--- config.mk ---
export PLATFORM = sky130hd
export DESIGN_NAME = prpo_ctrl
export DESIGN_NICKNAME = d
export VERILOG_FILES = /design/src/include/prpo_pkg.sv /design/src/design/prpo_hyst.sv /design/src/design/prpo_debounce.sv /design/src/design/prpo_ctrl.sv
export VERILOG_INCLUDE_DIRS = /design/src /design/src/include
export SDC_FILE = /design/constraint.sdc
export NUM_CORES = 1
export LEC_CHECK = 0
export ABC_AREA = 0
export BUFFER_PORTS_ARGS = -buffer_cell sky130_fd_sc_hd__buf_2
export CAP_MARGIN = 20
export CORE_ASPECT_RATIO = 0.9
export CORE_MARGIN = 5
export CORE_UTILIZATION = 50
export DETAILED_ROUTE_END_ITERATION = 10
export PLACE_DENSITY = 0.85
export SYNTH_ARGS = -nofsm -noshare
export SYNTH_HDL_FRONTEND = slang
export SYNTH_SLANG_ARGS = --single-unit
--- constraint.sdc ---
create_clock -name MCLK -period 2.1 [get_ports MCLK]
set_input_delay 0.42 -clock MCLK [delete_from_list [all_inputs] [get_ports MCLK]]
set_output_delay 0.42 -clock MCLK [all_outputs]
set_load 0.01 [all_outputs]
--- src/include/prpo_params.svh ---
/*
  Constants of the reset and power-ok logic: register offsets, field
  positions, reset values, voltage codes in millivolts, timing figures.
  Assumes a 100 MHz MCLK and a 32-bit APB with 8-bit byte addresses.
*/
`ifndef PRPO_PARAMS_SVH
`define PRPO_PARAMS_SVH
// Contract
// - hold reset low while always-on rail below 2.4 V; release after delay above 2.52 V.
// - reset delay set by board capacitor; 1 nF gives about 100 ms.
// - debounced warm-reset input (about 30 ms) also triggers the system reset.
// - system reset is open-drain: only pulled low or left undriven.
// - supply-fail and battery-low flags set below 1 V, clear 50 mV higher.
// - warm reset reverts only the core buck setting; other registers keep contents.
// - core setting reverts on warm reset, rail low, undervoltage lock or reset.
// - regulator select pins captured once at power-up; captured values are used.
// - select pair {b,a} picks initial regulator A and B voltages per table.
// - both regulator voltages may be rewritten by software after power-up.
// - power-ok held low at power-up until the last enabled rail regulates; here it is left undriven until an enabled rail reports low.
// - enabled rail leaving regulation drives power-ok low and sets its fault bit.
// - reading fault status while power-ok low releases the output.
// - that read does not clear the fault bit while the rail stays low.
// - a mask register gates faults; rail faults unmasked by default.
// - converter enable 0 turns it off, 1 turns it on.
// - memory buck default 1.8 V with pin low, 3.3 V with pin high.
// - system buck default 1.8 V with pin low, 3.3 V with pin high.
// - core buck default 1.2 V with pin low, 1.6 V with pin high.
// - reset output driven low from power-up before any rail is judged.
// - mask bit 1 stops its fault bit from driving power-ok.

`define PRPO_CLK_MHZ 100
`define PRPO_CYC_PER_MS (`PRPO_CLK_MHZ * 1000)
`define PRPO_DLY_MS_PER_NF 100
`define PRPO_DEBOUNCE_MS 30

`define PRPO_OFF_STATUS 8'h00
`define PRPO_OFF_MASK 8'h04
`define PRPO_OFF_CORE 8'h08
`define PRPO_OFF_LDO 8'h0C
`define PRPO_OFF_DELAY 8'h10
`define PRPO_OFF_BUCKS 8'h14

`define PRPO_MASK_RST 7'h60
`define PRPO_CAP_RST 8'h01
`define PRPO_LDO_B_LSB 16

`define PRPO_MV_1V2 12'h4B0
`define PRPO_MV_1V3 12'h514
`define PRPO_MV_1V6 12'h640
`define PRPO_MV_1V8 12'h708
`define PRPO_MV_2V8 12'hAF0
`define PRPO_MV_3V3 12'hCE4
`endif

--- src/include/prpo_pkg.sv ---
/*
  Types of the reset and power-ok logic.
  Assumes prpo_params.svh supplies the numeric constants.
*/
`default_nettype none
package prpo_pkg;
  typedef enum logic [1:0] {
    PRPO_HOLD = 2'b00,
    PRPO_DELAY = 2'b01,
    PRPO_RUN = 2'b10
  } prpo_rst_e;

  typedef struct packed {
    logic sel;
    logic en;
    logic wr;
    logic [7:0] addr;
    logic [31:0] wdata;
  } prpo_apb_s;

  typedef struct packed {
    prpo_rst_e rst;
    logic [23:0] unit;
    logic [7:0] nf;
    logic captured;
    logic [4:0] strap;
    logic [6:0] fault;
    logic [6:0] mask;
    logic released;
    logic drv_rst;
    logic drv_int;
    logic [3:0] on;
    logic [7:0] cap_nf;
    logic [11:0] core_mv;
    logic [11:0] sys_mv;
    logic [11:0] mem_mv;
    logic [11:0] a_mv;
    logic [11:0] b_mv;
    logic [31:0] prdata;
  } prpo_state_s;

  typedef struct packed {
    logic level;
    logic [23:0] cnt;
  } prpo_db_s;
endpackage : prpo_pkg
`default_nettype wire

--- src/design/prpo_hyst.sv ---
/*
  Threshold flag with hysteresis from two comparator levels.
  Assumes below and above never both high; below wins if they are.
*/
`timescale 1ns/10ps
`default_nettype none
module prpo_hyst #(
  parameter logic RST_FLAG = 1'b0
) (
  input wire logic MCLK,
  input wire logic RST_N,
  input wire logic BELOW,
  input wire logic ABOVE,
  output logic FLAG
);
  logic flag;
  logic next_flag;

  always_comb begin
    next_flag = flag;
    if (BELOW) begin
      next_flag = 1'b1;
    end else if (ABOVE) begin
      next_flag = 1'b0;
    end
  end

  always_ff @(posedge MCLK or negedge RST_N) begin
    if (!RST_N) begin
      flag <= RST_FLAG;
    end else begin
      flag <= next_flag;
    end
  end

  assign FLAG = flag;

  // the release edge still loads the reset value, so it starts no attempt
  chk_hyst_set_clear: assert property (@(posedge MCLK) disable iff (!RST_N)
    RST_N |-> ((BELOW |=> flag) and ((!BELOW && ABOVE) |=> !flag)
    and ((!BELOW && !ABOVE) |=> $stable(flag))))
    else $error("threshold flag broke hysteresis");
endmodule : prpo_hyst
`default_nettype wire

--- src/design/prpo_debounce.sv ---
/*
  Level filter for the warm-reset input.
  Assumes the input is synchronous to MCLK; CYCLES is the filter time.
*/
`timescale 1ns/10ps
`default_nettype none
module prpo_debounce #(
  parameter int CYCLES = 3000000
) (
  input wire logic MCLK,
  input wire logic RST_N,
  input wire logic IN,
  output logic OUT
);
  localparam logic [23:0] LAST = 24'(CYCLES - 1);
  prpo_pkg::prpo_db_s st;
  prpo_pkg::prpo_db_s next_st;

  if (CYCLES < 1 || CYCLES > 16777216) begin : g_bad
    $error("debounce CYCLES out of range");
  end

  always_comb begin
    next_st = st;
    if (IN == st.level) begin
      next_st.cnt = 24'h000000;
    end else if (st.cnt == LAST) begin
      next_st.level = IN;
      next_st.cnt = 24'h000000;
    end else begin
      next_st.cnt = st.cnt + 24'h000001;
    end
  end

  always_ff @(posedge MCLK or negedge RST_N) begin
    if (!RST_N) begin
      st <= '0;
    end else begin
      st <= next_st;
    end
  end

  assign OUT = st.level;

  chk_db_full_time: assert property (@(posedge MCLK) disable iff (!RST_N)
    $changed(st.level) |-> $past(st.cnt) == LAST)
    else $error("filtered level changed before filter time");
endmodule : prpo_debounce
`default_nettype wire

--- src/design/prpo_ctrl.sv ---
/*
  Reset and power-ok control: delayed open-drain system reset,
  warm-reset filter, strap capture, converter settings, fault status
  with mask and read release, APB register slave.
  Assumes comparator levels arrive synchronous to MCLK and that the
  board pulls both open-drain outputs high.
*/
// Register access over APB and the placing of the registers were chosen for this implementation.
`timescale 1ns/10ps
`default_nettype none
`include "prpo_params.svh"
module prpo_ctrl #(
  parameter int RST_CYC_PER_NF = `PRPO_DLY_MS_PER_NF * `PRPO_CYC_PER_MS,
  parameter int DEBOUNCE_CYC = `PRPO_DEBOUNCE_MS * `PRPO_CYC_PER_MS
) (
  input wire logic MCLK,
  input wire logic RST_N,
  input wire logic PSEL,
  input wire logic PENABLE,
  input wire logic PWRITE,
  input wire logic [7:0] PADDR,
  input wire logic [31:0] PWDATA,
  output logic [31:0] PRDATA,
  output logic PREADY,
  output logic PSLVERR,
  input wire logic AON_BELOW_FALL,
  input wire logic AON_ABOVE_RISE,
  input wire logic SFAIL_BELOW,
  input wire logic SFAIL_ABOVE,
  input wire logic BLOW_BELOW,
  input wire logic BLOW_ABOVE,
  input wire logic INPUT_UNDERVOLTAGE_LOCK,
  input wire logic WARM_RESET_IN,
  input wire logic CORE_BUCK_DEFAULT_SEL,
  input wire logic SYSTEM_BUCK_DEFAULT_SEL,
  input wire logic MEMORY_BUCK_DEFAULT_SEL,
  input wire logic REG_A_DEFAULT_SEL,
  input wire logic REG_B_DEFAULT_SEL,
  input wire logic CORE_BUCK_ENABLE,
  input wire logic SYSTEM_BUCK_ENABLE,
  input wire logic MEMORY_BUCK_ENABLE,
  input wire logic REG_ENABLE,
  input wire logic [4:0] RAIL_LOW,
  input wire logic SYSTEM_RESET_N_I,
  output logic SYSTEM_RESET_N_O,
  output logic SYSTEM_RESET_N_OE_N,
  input wire logic POWER_OK_N_I,
  output logic POWER_OK_N_O,
  output logic POWER_OK_N_OE_N,
  output logic SUPPLY_FAIL_FLAG,
  output logic BATTERY_LOW_FLAG,
  output logic CORE_BUCK_ON,
  output logic SYSTEM_BUCK_ON,
  output logic MEMORY_BUCK_ON,
  output logic REG_ON,
  output logic [11:0] CORE_BUCK_OUTPUT,
  output logic [11:0] SYSTEM_BUCK_OUTPUT,
  output logic [11:0] MEMORY_BUCK_OUTPUT,
  output logic [11:0] REG_A_OUTPUT,
  output logic [11:0] REG_B_OUTPUT
);
  localparam logic [23:0] UNIT_LAST = 24'(RST_CYC_PER_NF - 1);

  if (RST_CYC_PER_NF < 1 || RST_CYC_PER_NF > 16777216) begin : g_bad
    $error("RST_CYC_PER_NF out of range");
  end

  // ----------------------------------------------------------------
  // comparators and filter
  // ----------------------------------------------------------------
  logic aon_low;
  logic sfail;
  logic blow;
  logic warm;

  // rail assumed low until the comparator says otherwise
  prpo_hyst #(.RST_FLAG(1'b1)) u_aon (
    .MCLK(MCLK),
    .RST_N(RST_N),
    .BELOW(AON_BELOW_FALL),
    .ABOVE(AON_ABOVE_RISE),
    .FLAG(aon_low)
  );

  prpo_hyst #(.RST_FLAG(1'b0)) u_sfail (
    .MCLK(MCLK),
    .RST_N(RST_N),
    .BELOW(SFAIL_BELOW),
    .ABOVE(SFAIL_ABOVE),
    .FLAG(sfail)
  );

  prpo_hyst #(.RST_FLAG(1'b0)) u_blow (
    .MCLK(MCLK),
    .RST_N(RST_N),
    .BELOW(BLOW_BELOW),
    .ABOVE(BLOW_ABOVE),
    .FLAG(blow)
  );

  prpo_debounce #(.CYCLES(DEBOUNCE_CYC)) u_warm (
    .MCLK(MCLK),
    .RST_N(RST_N),
    .IN(WARM_RESET_IN),
    .OUT(warm)
  );

  // ----------------------------------------------------------------
  // strap decode
  // ----------------------------------------------------------------
  function automatic logic [11:0] ldo_a_mv(input logic [1:0] ba);
    case (ba)
      2'b01: ldo_a_mv = `PRPO_MV_2V8;
      2'b11: ldo_a_mv = `PRPO_MV_1V8;
      default: ldo_a_mv = `PRPO_MV_1V3;
    endcase
  endfunction : ldo_a_mv

  function automatic logic [11:0] ldo_b_mv(input logic [1:0] ba);
    ldo_b_mv = (ba == 2'b10) ? `PRPO_MV_1V8 : `PRPO_MV_3V3;
  endfunction : ldo_b_mv

  function automatic logic [11:0] bus_mv(input logic hi);
    bus_mv = hi ? `PRPO_MV_3V3 : `PRPO_MV_1V8;
  endfunction : bus_mv

  function automatic logic [11:0] core_def(input logic hi);
    core_def = hi ? `PRPO_MV_1V6 : `PRPO_MV_1V2;
  endfunction : core_def

  // ----------------------------------------------------------------
  // bus decode
  // ----------------------------------------------------------------
  prpo_pkg::prpo_apb_s req;
  logic hit;
  logic acc;
  logic wr;
  logic rd_status;
  logic [31:0] rmux;

  assign req = '{sel: PSEL, en: PENABLE, wr: PWRITE, addr: PADDR, wdata: PWDATA};
  assign acc = req.sel && req.en;
  assign wr = acc && req.wr && hit;
  assign rd_status = acc && !req.wr && req.addr == `PRPO_OFF_STATUS;

  prpo_pkg::prpo_state_s st;
  prpo_pkg::prpo_state_s next_st;

  always_comb begin
    hit = 1'b1;
    rmux = 32'h00000000;
    case (req.addr)
      `PRPO_OFF_STATUS:
        rmux = {21'h00000, warm, SYSTEM_RESET_N_I, st.released, st.fault, 1'b0};
      `PRPO_OFF_MASK: rmux = {24'h000000, st.mask, 1'b0};
      `PRPO_OFF_CORE: rmux = {20'h00000, st.core_mv};
      `PRPO_OFF_LDO: rmux = {4'h0, st.b_mv, 4'h0, st.a_mv};
      `PRPO_OFF_DELAY: rmux = {24'h000000, st.cap_nf};
      `PRPO_OFF_BUCKS: rmux = {4'h0, st.mem_mv, 4'h0, st.sys_mv};
      default: hit = 1'b0;
    endcase
  end

  // ----------------------------------------------------------------
  // next state
  // ----------------------------------------------------------------
  logic [6:0] fault_now;
  logic [6:0] active;
  logic new_fault;
  logic revert;

  always_comb begin
    next_st = st;
    // fault bits read zero for disabled rails
    fault_now = {sfail, blow, RAIL_LOW & {st.on[3:1], st.on[0], st.on[0]}};
    active = fault_now & ~st.mask;
    new_fault = |(active & ~(st.fault & ~st.mask));
    revert = warm || aon_low || INPUT_UNDERVOLTAGE_LOCK || st.rst != prpo_pkg::PRPO_RUN;

    next_st.on = {CORE_BUCK_ENABLE, SYSTEM_BUCK_ENABLE, MEMORY_BUCK_ENABLE, REG_ENABLE};
    next_st.fault = fault_now;

    // straps are taken once, on the first edge after reset release
    if (!st.captured) begin
      next_st.captured = 1'b1;
      next_st.strap = {CORE_BUCK_DEFAULT_SEL, SYSTEM_BUCK_DEFAULT_SEL,
        MEMORY_BUCK_DEFAULT_SEL, REG_B_DEFAULT_SEL, REG_A_DEFAULT_SEL};
      next_st.a_mv = ldo_a_mv({REG_B_DEFAULT_SEL, REG_A_DEFAULT_SEL});
      next_st.b_mv = ldo_b_mv({REG_B_DEFAULT_SEL, REG_A_DEFAULT_SEL});
      next_st.sys_mv = bus_mv(SYSTEM_BUCK_DEFAULT_SEL);
      next_st.mem_mv = bus_mv(MEMORY_BUCK_DEFAULT_SEL);
      next_st.core_mv = core_def(CORE_BUCK_DEFAULT_SEL);
    end else if (wr && req.addr == `PRPO_OFF_LDO) begin
      next_st.a_mv = req.wdata[11:0];
      next_st.b_mv = req.wdata[`PRPO_LDO_B_LSB +: 12];
    end

    // only the core setting is touched by the revert conditions
    if (st.captured && revert) begin
      next_st.core_mv = core_def(st.strap[4]);
    end else if (st.captured && wr && req.addr == `PRPO_OFF_CORE) begin
      next_st.core_mv = req.wdata[11:0];
    end

    if (wr && req.addr == `PRPO_OFF_MASK) begin
      next_st.mask = req.wdata[7:1];
    end
    if (wr && req.addr == `PRPO_OFF_DELAY) begin
      next_st.cap_nf = req.wdata[7:0];
    end

    // reset sequencer
    case (st.rst)
      prpo_pkg::PRPO_HOLD: begin
        next_st.unit = 24'h000000;
        next_st.nf = 8'h00;
        if (st.captured && !aon_low && !warm) begin
          next_st.rst = prpo_pkg::PRPO_DELAY;
        end
      end
      prpo_pkg::PRPO_DELAY: begin
        if (aon_low || warm) begin
          next_st.rst = prpo_pkg::PRPO_HOLD;
        end else if (st.unit == UNIT_LAST) begin
          next_st.unit = 24'h000000;
          next_st.nf = st.nf + 8'h01;
          // a zero capacitor code counts as one unit
          if (st.nf + 8'h01 >= st.cap_nf) begin
            next_st.rst = prpo_pkg::PRPO_RUN;
          end
        end else begin
          next_st.unit = st.unit + 24'h000001;
        end
      end
      prpo_pkg::PRPO_RUN: begin
        if (aon_low || warm) begin
          next_st.rst = prpo_pkg::PRPO_HOLD;
        end
      end
      default: next_st.rst = prpo_pkg::PRPO_HOLD;
    endcase
    next_st.drv_rst = next_st.rst != prpo_pkg::PRPO_RUN;

    // a fresh fault beats a releasing read in the same cycle
    if (new_fault || !(|active)) begin
      next_st.released = 1'b0;
    end else if (rd_status && st.drv_int) begin
      next_st.released = 1'b1;
    end
    next_st.drv_int = (|active) && !next_st.released;

    next_st.prdata = (req.sel && !req.en) ? rmux : st.prdata;
  end

  always_ff @(posedge MCLK or negedge RST_N) begin
    if (!RST_N) begin
      st <= '0;
      st.rst <= prpo_pkg::PRPO_HOLD;
      st.drv_rst <= 1'b1;
      st.mask <= `PRPO_MASK_RST;
      st.cap_nf <= `PRPO_CAP_RST;
      st.core_mv <= `PRPO_MV_1V2;
    end else begin
      st <= next_st;
    end
  end

  // ----------------------------------------------------------------
  // outputs
  // ----------------------------------------------------------------
  // pads only ever pull low; pull-ups give the high level
  assign SYSTEM_RESET_N_O = 1'b0;
  assign SYSTEM_RESET_N_OE_N = !st.drv_rst;
  assign POWER_OK_N_O = 1'b0;
  assign POWER_OK_N_OE_N = !st.drv_int;
  assign PRDATA = st.prdata;
  assign PREADY = 1'b1;
  assign PSLVERR = acc && !hit;
  assign SUPPLY_FAIL_FLAG = sfail;
  assign BATTERY_LOW_FLAG = blow;
  assign {CORE_BUCK_ON, SYSTEM_BUCK_ON, MEMORY_BUCK_ON, REG_ON} = st.on;
  assign CORE_BUCK_OUTPUT = st.core_mv;
  assign SYSTEM_BUCK_OUTPUT = st.sys_mv;
  assign MEMORY_BUCK_OUTPUT = st.mem_mv;
  assign REG_A_OUTPUT = st.a_mv;
  assign REG_B_OUTPUT = st.b_mv;

  // ----------------------------------------------------------------
  // checks
  // ----------------------------------------------------------------
  chk_rail_low_hold: assert property (@(posedge MCLK) disable iff (!RST_N)
    aon_low |=> !SYSTEM_RESET_N_OE_N)
    else $error("reset released while always-on rail low");

  chk_release_delay: assert property (@(posedge MCLK) disable iff (!RST_N)
    $rose(SYSTEM_RESET_N_OE_N) |-> $past(st.rst) == prpo_pkg::PRPO_DELAY
      && $past(st.unit) == UNIT_LAST && $past(st.nf) + 8'h01 >= st.cap_nf)
    else $error("reset released before the programmed delay");

  chk_warm_trigger: assert property (@(posedge MCLK) disable iff (!RST_N)
    warm |=> !SYSTEM_RESET_N_OE_N ##1 !SYSTEM_RESET_N_OE_N)
    else $error("warm reset did not hold system reset");

  chk_open_drain: assert property (@(posedge MCLK) disable iff (!RST_N)
    !SYSTEM_RESET_N_O && !POWER_OK_N_O)
    else $error("open-drain pin driven high");

  chk_warm_keeps_ldo: assert property (@(posedge MCLK) disable iff (!RST_N)
    (warm && st.captured && !wr) |=> $stable(st.a_mv) && $stable(st.b_mv)
      && $stable(st.mask) && st.core_mv == core_def(st.strap[4]))
    else $error("warm reset disturbed other settings");

  chk_core_revert: assert property (@(posedge MCLK) disable iff (!RST_N)
    (st.captured && (INPUT_UNDERVOLTAGE_LOCK || aon_low))
      |=> CORE_BUCK_OUTPUT == core_def(st.strap[4]))
    else $error("core setting did not revert");

  chk_strap_once: assert property (@(posedge MCLK) disable iff (!RST_N)
    $past(st.captured) |-> $stable(st.strap))
    else $error("straps re-sampled after power-up");

  chk_ldo_table: assert property (@(posedge MCLK) disable iff (!RST_N)
    $rose(st.captured) |-> REG_A_OUTPUT == ldo_a_mv(st.strap[1:0])
      && REG_B_OUTPUT == ldo_b_mv(st.strap[1:0]))
    else $error("regulator defaults do not match straps");

  chk_ldo_write: assert property (@(posedge MCLK) disable iff (!RST_N)
    (st.captured && wr && req.addr == `PRPO_OFF_LDO)
      |=> REG_A_OUTPUT == $past(req.wdata[11:0]))
    else $error("regulator setting write lost");

  chk_ok_release: assert property (@(posedge MCLK) disable iff (!RST_N)
    !(|active) |=> POWER_OK_N_OE_N)
    else $error("power-ok held low with all rails good");

  chk_fault_drive: assert property (@(posedge MCLK) disable iff (!RST_N)
    new_fault |=> !POWER_OK_N_OE_N && st.fault == $past(fault_now))
    else $error("new rail fault not signalled");

  chk_read_release: assert property (@(posedge MCLK) disable iff (!RST_N)
    (rd_status && st.drv_int && !new_fault) |=> POWER_OK_N_OE_N)
    else $error("status read did not release power-ok");

  chk_read_keeps: assert property (@(posedge MCLK) disable iff (!RST_N)
    rd_status |=> st.fault == $past(fault_now))
    else $error("status read altered fault bits");

  chk_mask_gate: assert property (@(posedge MCLK) disable iff (!RST_N)
    ((fault_now & ~st.mask) == 7'h00 && !wr) |=> POWER_OK_N_OE_N)
    else $error("masked fault drove power-ok");

  chk_enable_follow: assert property (@(posedge MCLK) disable iff (!RST_N)
    ##1 CORE_BUCK_ON == $past(CORE_BUCK_ENABLE) && REG_ON == $past(REG_ENABLE))
    else $error("converter enable not followed");

  chk_bucks_default: assert property (@(posedge MCLK) disable iff (!RST_N)
    $rose(st.captured) |-> MEMORY_BUCK_OUTPUT == bus_mv(st.strap[2])
      && SYSTEM_BUCK_OUTPUT == bus_mv(st.strap[3])
      && CORE_BUCK_OUTPUT == core_def(st.strap[4]))
    else $error("buck defaults do not match straps");

  chk_power_up_low: assert property (@(posedge MCLK) disable iff (!RST_N)
    !st.captured |-> !SYSTEM_RESET_N_OE_N ##1 !SYSTEM_RESET_N_OE_N)
    else $error("reset not driven low at power-up");
endmodule : prpo_ctrl
`default_nettype wire

==> results of run 1 <==
registers in the layout (all words and copies together) (netlist names):
name and cells:
st 63, PRDATA 24, u_warm.st 24, CORE_BUCK_OUTPUT 12, REG_A_OUTPUT 12, REG_B_OUTPUT 12, SYSTEM_BUCK_OUTPUT 2, CORE_BUCK_ON 1
MEMORY_BUCK_ON 1, MEMORY_BUCK_OUTPUT 1, REG_ON 1, SYSTEM_BUCK_ON 1, u_aon.FLAG 1, u_blow.FLAG 1, u_sfail.FLAG 1, u_warm.OUT 1
through the flow:
stage	std cells	area [um2]	hold WS (ns)	setup WS, ns	TNS [ns]
after floorplan	918	8602	0.1244	-0.03559	-0.1045
after global placement	1211	9299	0.3636	-0.04959	-0.2347
after detailed placement	1211	9299	0.3611	-0.08034	-0.3854
after CTS	1245	9906	0.08144	-0.006785	-0.006785
after global routing	1247	10030	0.08598	-0.2059	-1.160
final	1247	10030	0.09388	-0.1166	-0.3549
cells in the final DEF, fill, tap and decap left out, drive strengths merged, types with 19 or more instances in the layout:
cell type and count:
o21ai 45, xor2 21, nor2 67, xnor2 21
mux2i 20, a21oi 21, nor3 20, dfrtp 149
buf 218, nand2 104, nand3 39, clkbuf 19
inv 47
metal layers:
metal	vias up	global-route usage, %
met5	-	0
met4	0	7.246
met3	43	5.574
met2	349	36.84
met1	3486	28.78
li1	3279	-
logic make-up after synthesis:
logic type | synth area share, %
compound gates | 12.33
xor+xnor | 4.312
fa+ha+maj | 1.613
buf+inv | 11.84
flops | 46.48
mux | 4.327
other cells | 0.08804
simple gates | 19.01
final timing paths:
path | to | depth (start not counted) | from | slack (ns)
max in group asynchronous | CORE_BUCK_OUTPUT[5]$_DFFE_PN1P_ | 3 | RST_N | 0.91
hold / removal | SYSTEM_BUCK_ON$_DFF_PN0_ | 1 | SYSTEM_BUCK_ENABLE | 0.09
hold reg to reg | st[120]$_DFF_PN0_ | 0 | u_sfail.FLAG$_DFFE_PN0P_ | 0.40
setup reg to reg | st[159]$_DFF_PN0_ | 10 | st[127]$_DFFE_PN0P_ | -0.12
min in group asynchronous | PRDATA[16]$_DFFE_PN0P_ | 2 | RST_N | 0.47
setup / recovery | st[159]$_DFF_PN0_ | 10 | st[127]$_DFFE_PN0P_ | -0.12
worst register-to-register path: stages, from the launching register on:
cell     delay (ns)
dfrtp_1        0.42
ha_2           0.23
nand3_2        0.10
buf_4          0.17
xnor2_1        0.14
ha_1           0.19
a21o_1         0.17
a21o_1         0.20
a21oi_2        0.16
o21ai_2        0.12
a31oi_1        0.21
area by class of cell:
cell class	instances	area (um2)	share of cell area, %
clock inverters	13	122.6	1.222
well taps	211	264.0	2.631
flip-flops and latches	158	3965	39.51
inverters	40	150.1	1.496
clock buffers	19	442.9	4.414
repair buffers	219	1325	13.20
multi-input cells	587	3765	37.52
power groups by stage:
stage / registers, mW / logic, mW / clock network [mW]
after global routing: 3.22 / 0.676 / 3.12
final: 3.21 / 0.619 / 2.95
after floorplan: 3.24 / 0.403 / 0
after CTS: 3.21 / 0.611 / 2.99
after global placement: 3.26 / 0.590 / 0
after detailed placement: 3.27 / 0.604 / 0
what timing repair did:
item                                    CTS  global route
hold endpoints to repair                 40             0
resized for setup                         6            20
hold buffers                              1             0
endpoints found under the setup margin    9            15
buffers inserted                          1             2
pin swaps                                 3             7
==> Implementation_results.wiki, run 1 <==
{| class="wikitable"
! Metric !! Value
|-
| Status || complete, but fails checks
|-
| Violations in the final reports || negative setup slack
|-
| Smallest setup slack after layout || -0.1166 ns
|-
| Setup Viol. Count Final || 7
|-
| Maximum VDD drop || roughly 650 uV
|-
| Number of optimization iterations in the first detailed-route pass || 5
|-
| RD Place Congestion || slightly above 0.9
|-
| Highest metal used || met4
|-
| Dpl hpwl || 15940 um
|-
| Initial antenna violation count || 0
|-
| Top-count cell post-synth || dfrtp_1
|-
| Slew Limit Fails || 0
|-
| Violation count after the first detailed-route iteration || 565
|-
| Critical path cell sequence || ha_2 > nand3_2 > buf_4 > xnor2_1 > ha_1 > a21o_1 > a21o_1 > a21oi_2 > o21ai_2 > a31oi_1
|-
| Total GRT Usage || between 20 and 25%
|-
| Proportion of power drawn by combinational gates || a little under a tenth
|-
| Clock tree from TritonCTS || built
|-
| Buffering stage count on the worst path with inverters included || 1
|-
| Power density over the cells || roughly 680 nW/um2
|-
| Routed length on met2 || 11200 um
|-
| Leading cell types by total area after synthesis || dfrtp_1 (44%), buf_4 (8.4%), nand2_1 (4.6%)
|-
| Final-layout fill cell count || about 1400
|-
| Per-cell routed wire length || 18.13 um
|-
| Sequential power share || 47.4%
|-
| Port Buf Inserts || about 150
|-
| Maximum clock path buffer count || 2
|-
| Post-layout min period || about 2.2 ns
|-
| Gate family responsible for the most delay along the worst path || compound AO/OA/AOI/OAI gates
|-
| Fraction of the core area covered by cells at the end of the flow || between 50 and 60%
|-
| Instance count of the mapped netlist || 902
|-
| # Max-Cap Violations || 0
|-
| Final Cycle Share || 105.6%
|-
| Die boundary height || between 100 and 150 um
|-
| Hold Vio Cnt, Final || 0
|-
| Post-DRT Antenna Nets || 0
|-
| Largest driver fanout on the critical path || 3
|-
| Psw || roughly 1.8 mW
|-
| Length of routed met3 wiring || around 2100 um
|-
| Internal || 4.957 mW
|-
| Die X || 147.7 um
|-
| Clock latency of the later-clocked register in the worst-skew pair || 0.43 ns
|-
| Measured slew at the worst slew-check pin || around 0.60 ns
|-
| CTS HTree Levels || 4
|-
| Normalized max-slew margin || 60.10%
|-
| Number of ports placed on the die boundary || 173
|-
| Synthesized area per cell || 9.458 um2
|-
| Share of final-layout standard cells stronger than drive strength 1 || 28.47%
|-
| Clock Tree Root || clkbuf_16
|-
| Setup clock skew after layout || ~0.009 ns
|-
| Cell variety after synth || 66
|-
| Wire length after detailed routing || 22610 um
|-
| GRT Residual Overflow || 0
|-
| Net switching share of the total power || 26.89%
|-
| Cell taking the most area after synthesis || dfrtp_1
|-
| Core ar. || 16830 um2
|-
| Area Growth Syn to Fin || 17.63%
|-
| Clock-pin slew reported for the worst setup and hold paths after clock tree synthesis || 0.06 ns
|-
| Count of state elements after synthesis || 158
|-
| Standard-cell rows || 45
|-
| Type of the most critical hold path || in -> reg
|-
| Worst setup path class || reg -> reg
|-
| Cell area after technology mapping || around 8500 um2
|-
| Number of global-route vias before repair || between 6000 and 7000
|-
| Cell mode on critical path || a21o_1
|-
| Total Power || 6.780 mW
|-
| Worst Path Arrival || 2.54 ns
|-
| Total clock buffers created by CTS || 17
|-
| Net count reported at finish || 1103
|-
| Total number of clock tree sinks || 158
|-
| Top cell types by occurrence after synthesis || dfrtp_1 (149), nand2_1 (104), buf_4 (95)
|-
| Clock network fraction of total power || 43.5%
|-
| Dominant register cell in the synthesized netlist || dfrtp_1
|-
| Number of vias per cell after detailed routing || roughly 5.7
|-
| Setup repair after global routing missed its margin || yes
|-
| Pin count of the biggest net entering global routing || ~50
|-
| Initial core utilization || 50.67%
|-
| Number of DRC violations after detailed routing || 0
|-
| Met1 WL || 8866 um
|-
| Global-route wire length before repair || between 30000 and 40000 um
|-
| Proportion of register bits with asynchronous set or reset after synthesis || 100.0%
|-
| Data required, critical path || 2.43 ns
|-
| Slowest cell on crit path || dfrtp_1
|-
| Number of synthesized flops with an enable pin || 0
|-
| Antenna Diode Count || 0
|-
| Count of synthesis-stage warnings from yosys || 0
|-
| Launching element type of the critical path || flip-flop
|-
| Cell leakage power || a little under 5 nW
|-
| Slowest stage delay, CP || approximately 0.42 ns
|-
| Area of the die || 19780 um2
|-
| CP endpoint kind || flip-flop
|-
| Total via count after detailed routing || 7157
|-
| Area share of the largest cell type after synthesis || 43.71%
|-
| Sequential element share of the synthesized area || between 40 and 50%
|-
| Highest Clock Rate || approximately 450 MHz
|}
Note: power is estimated with default switching activity, not from simulation.
==> inputs of run 2 (changes only) <==
--- a/config.mk
+++ b/config.mk
@@ -11,9 +11,10 @@
 export CAP_MARGIN = 20
 export CORE_ASPECT_RATIO = 0.9
 export CORE_MARGIN = 5
-export CORE_UTILIZATION = 50
+export CORE_UTILIZATION = 52
+export CTS_BUF_LIST = sky130_fd_sc_hd__clkbuf_2
 export DETAILED_ROUTE_END_ITERATION = 10
-export PLACE_DENSITY = 0.85
+export PLACE_DENSITY = 0.87
 export SYNTH_ARGS = -nofsm -noshare
 export SYNTH_HDL_FRONTEND = slang
 export SYNTH_SLANG_ARGS = --single-unit
==> run 2 against run 1 <==
Compared with the run above:
- the flow still finishes with violations (negative setup slack)
- final cell count up 4.0%
- non-clock buffer count up 53
- routed wire length up 10%
- power fell by 17%
- core utilization grew 3.8 points
- clock skew is 0.049 ns higher
- flip-flop and latch count did not move
- sequential power about the same
- register-to-register slack better by 0.02 ns
- fmax is 0.92% higher
- combinational power is 13% higher
- global-route usage rose by 3.1 points
- largest power group unchanged
==> Implementation_results.wiki, run 2 (synthesized netlist as in run 1, its figures left out) <==
{| class="wikitable"
! Metric !! Value
|-
| Die X || 145.0 um
|-
| Cell leakage power || 4.867 nW
|-
| Pin count of the biggest net entering global routing || 47
|-
| Fraction of the core area covered by cells at the end of the flow || a little under two thirds
|-
| Clock tree from TritonCTS || built
|-
| Setup TNS || -0.3779 ns
|-
| Largest driver fanout on the critical path || 6
|-
| Total Power || between 5 and 6 mW
|-
| Leading cell types in the layout, fill and taps excluded || dfrtp_1 (148), buf_2 (145), nand2_1 (102)
|-
| Dpl hpwl || 16350 um
|-
| RD Place Congestion || 0.9568
|-
| Power density over the cells || 550.8 nW/um2
|-
| Per-cell routed wire length || between 15 and 20 um
|-
| GRT Residual Overflow || 0
|-
| Number of DRC violations after detailed routing || 0
|-
| Critical path cell sequence || nand2b_4 > or4_4 > or4_4 > or3_4 > o221ai_1
|-
| Setup repair after global routing missed its margin || yes
|-
| Initial antenna violation count || 1
|-
| Final-layout fill cell count || 1190
|-
| Worst Path Arrival || 2.85 ns
|-
| Total number of clock tree sinks || 158
|-
| Setup slack of the worst register-to-register path || -0.1 ns
|-
| Slowest cell on crit path || or4_4
|-
| Total clock buffers created by CTS || 17
|-
| Smallest setup slack after layout || -0.09647 ns
|-
| Area Growth Syn to Fin || 19.86%
|-
| Port Buf Inserts || roughly 150
|-
| Number of vias per cell after detailed routing || 5.874
|-
| Measured slew at the worst slew-check pin || about 0.62 ns
|-
| Highest Clock Rate || 455.3 MHz
|-
| CTS HTree Levels || 4
|-
| Hold Vio Cnt, Final || 0
|-
| Total GRT Usage || 25.34%
|-
| Type of the most critical hold path || in -> async
|-
| Post-route cell area || 10220 um2
|-
| Top register by number of flip-flops || st
|-
| Final Cycle Share || 104.6%
|-
| Post-DRT Antenna Nets || 0
|-
| Clock latency of the later-clocked register in the worst-skew pair || 0.77 ns
|-
| Standard-cell rows || between 40 and 50
|-
| Violations in the final reports || negative setup slack
|-
| Initial core utilization || 52.89%
|-
| Number of global-route vias before repair || 7529
|-
| Area of the die || between 15000 and 20000 um2
|-
| Number of ports placed on the die boundary || between 150 and 200
|-
| Setup Viol. Count Final || 7
|-
| Net count reported at finish || 1156
|-
| Clock Tree Root || clkbuf_2
|-
| Normalized max-slew margin || 58.86%
|-
| Clock-pin slew reported for the worst setup and hold paths after clock tree synthesis || between 0.2 and 0.3 ns
|-
| Global-route wire length before repair || 39500 um
|-
| Violation count after the first detailed-route iteration || 681
|-
| Most common cell after layout, fill and taps aside || dfrtp_1
|-
| Total via count after detailed routing || 7618
|-
| Number of optimization iterations in the first detailed-route pass || 5
|-
| Status || complete, but fails checks
|-
| Maximum VDD drop || between 500 and 600 uV
|-
| Core ar. || 16130 um2
|-
| Data required, critical path || 2.76 ns
|-
| Standard cell area after detailed placement || 9274 um2
|-
| # Max-Cap Violations || 0
|-
| Wire length after detailed routing || 24920 um
|-
| Setup clock skew after layout || between 0.05 and 0.06 ns
|-
| Slowest stage delay, CP || 0.47 ns
|-
| Launching element type of the critical path || flip-flop
|-
| Maximum clock path buffer count || 2
|-
| Slew Limit Fails || 0
|-
| Number of flip-flops in the largest register || 63
|-
| Die boundary height || 131.5 um
|-
| Share of final-layout standard cells stronger than drive strength 1 || around 28%
|-
| Cell mode on critical path || or4_4
|-
| Worst setup path class || reg -> reg
|-
| Post-layout min period || 2.196 ns
|-
| CP endpoint kind || flip-flop
|}
==> run 2: changes by cell type in the layout (fill, tap and decap cells not counted), sizes merged <==
cell,change
buf,+5
diode,+1
bufinv,+1
clkinv,-1
clkinvlp,+2
clkbuf,-2
dlygate4sd3,+48
==> run 2: final timing paths <==
path                                               start  cells after the start                endpoint
worst max-delay path                 st[142]$_DFFE_PN0P_                      5     st[128]$_DFFE_PN0P_
worst min-delay path                               RST_N                      2  PRDATA[16]$_DFFE_PN0P_
worst max register to register       st[142]$_DFFE_PN0P_                      5     st[128]$_DFFE_PN0P_
worst min register to register  u_sfail.FLAG$_DFFE_PN0P_                      0       st[120]$_DFF_PN0_
max in group asynchronous                          RST_N                      3      st[92]$_DFFE_PN1P_
min in group MCLK                                   PSEL                      4   PRDATA[0]$_DFFE_PN0P_
==> run 2: routing by layer <==
metal / GRT usage [%] / vias to the layer above / share of wire (%) / wire length, um
met5: 0 / - / 0 / 0
met4: 11.61 / 0 / 4.3 / 1072
met3: 6.818 / 93 / 8.8 / 2184
met2: 41.70 / 480 / 49 / 12150
met1: 31.21 / 3654 / 38 / 9504
li1: - / 3391 / - / -
==> run 2: what timing repair did <==
action                     CTS  global route
hold endpoints to repair   218             1
cloned                       0             0
hold buffers                48             1
buffers inserted             2             7
pin swaps                    3             7
resized for setup            9            22
setup endpoints to repair   10            30
==> run 2: cell type report <==
| cell class | count | area (um2) | area share (%) |
|---|---|---|---|
| diodes | 1 | 2.502 | 0.02447 |
| repair buffers | 272 | 1842 | 18.01 |
| inverters | 40 | 150.1 | 1.468 |
| flip-flops and latches | 158 | 3966 | 38.79 |
| clock inverters | 15 | 152.6 | 1.493 |
| multi-input cells | 587 | 3767 | 36.85 |
| well taps | 207 | 259.0 | 2.533 |
| clock buffers | 17 | 85.08 | 0.8321 |
==> run 2: metrics by stage <==
| stage | setup WS [ns] | cells | hold WS (ns) |
|---|---|---|---|
| 6_report | -0.09647 | 1297 | 0.08087 |
| 5_1_grt | -0.1724 | 1297 | 0.01002 |
| 4_1_cts | -0.07736 | 1288 | 0.03760 |
| 3_5_place_dp | -0.1232 | 1206 | 0.3353 |
| 3_3_place_gp | -0.04021 | 1206 | 0.3369 |
| 2_1_floorplan | -0.03559 | 918 | 0.1244 |
==> run 2: power by group <==
group	total (mW)	switching, mW	internal (mW)	leakage, nW
combinational	0.701	0.408	0.293	2.70
clock	1.70	1.23	0.471	0.138
sequential	3.23	0.0891	3.14	2.03
==> run 2: worst max-delay path: cells and delay by family (launching register included) <==
family,cells,cell delay [ns]
compound gates,1,0.24
flops,1,0.44
simple gates,4,1.45
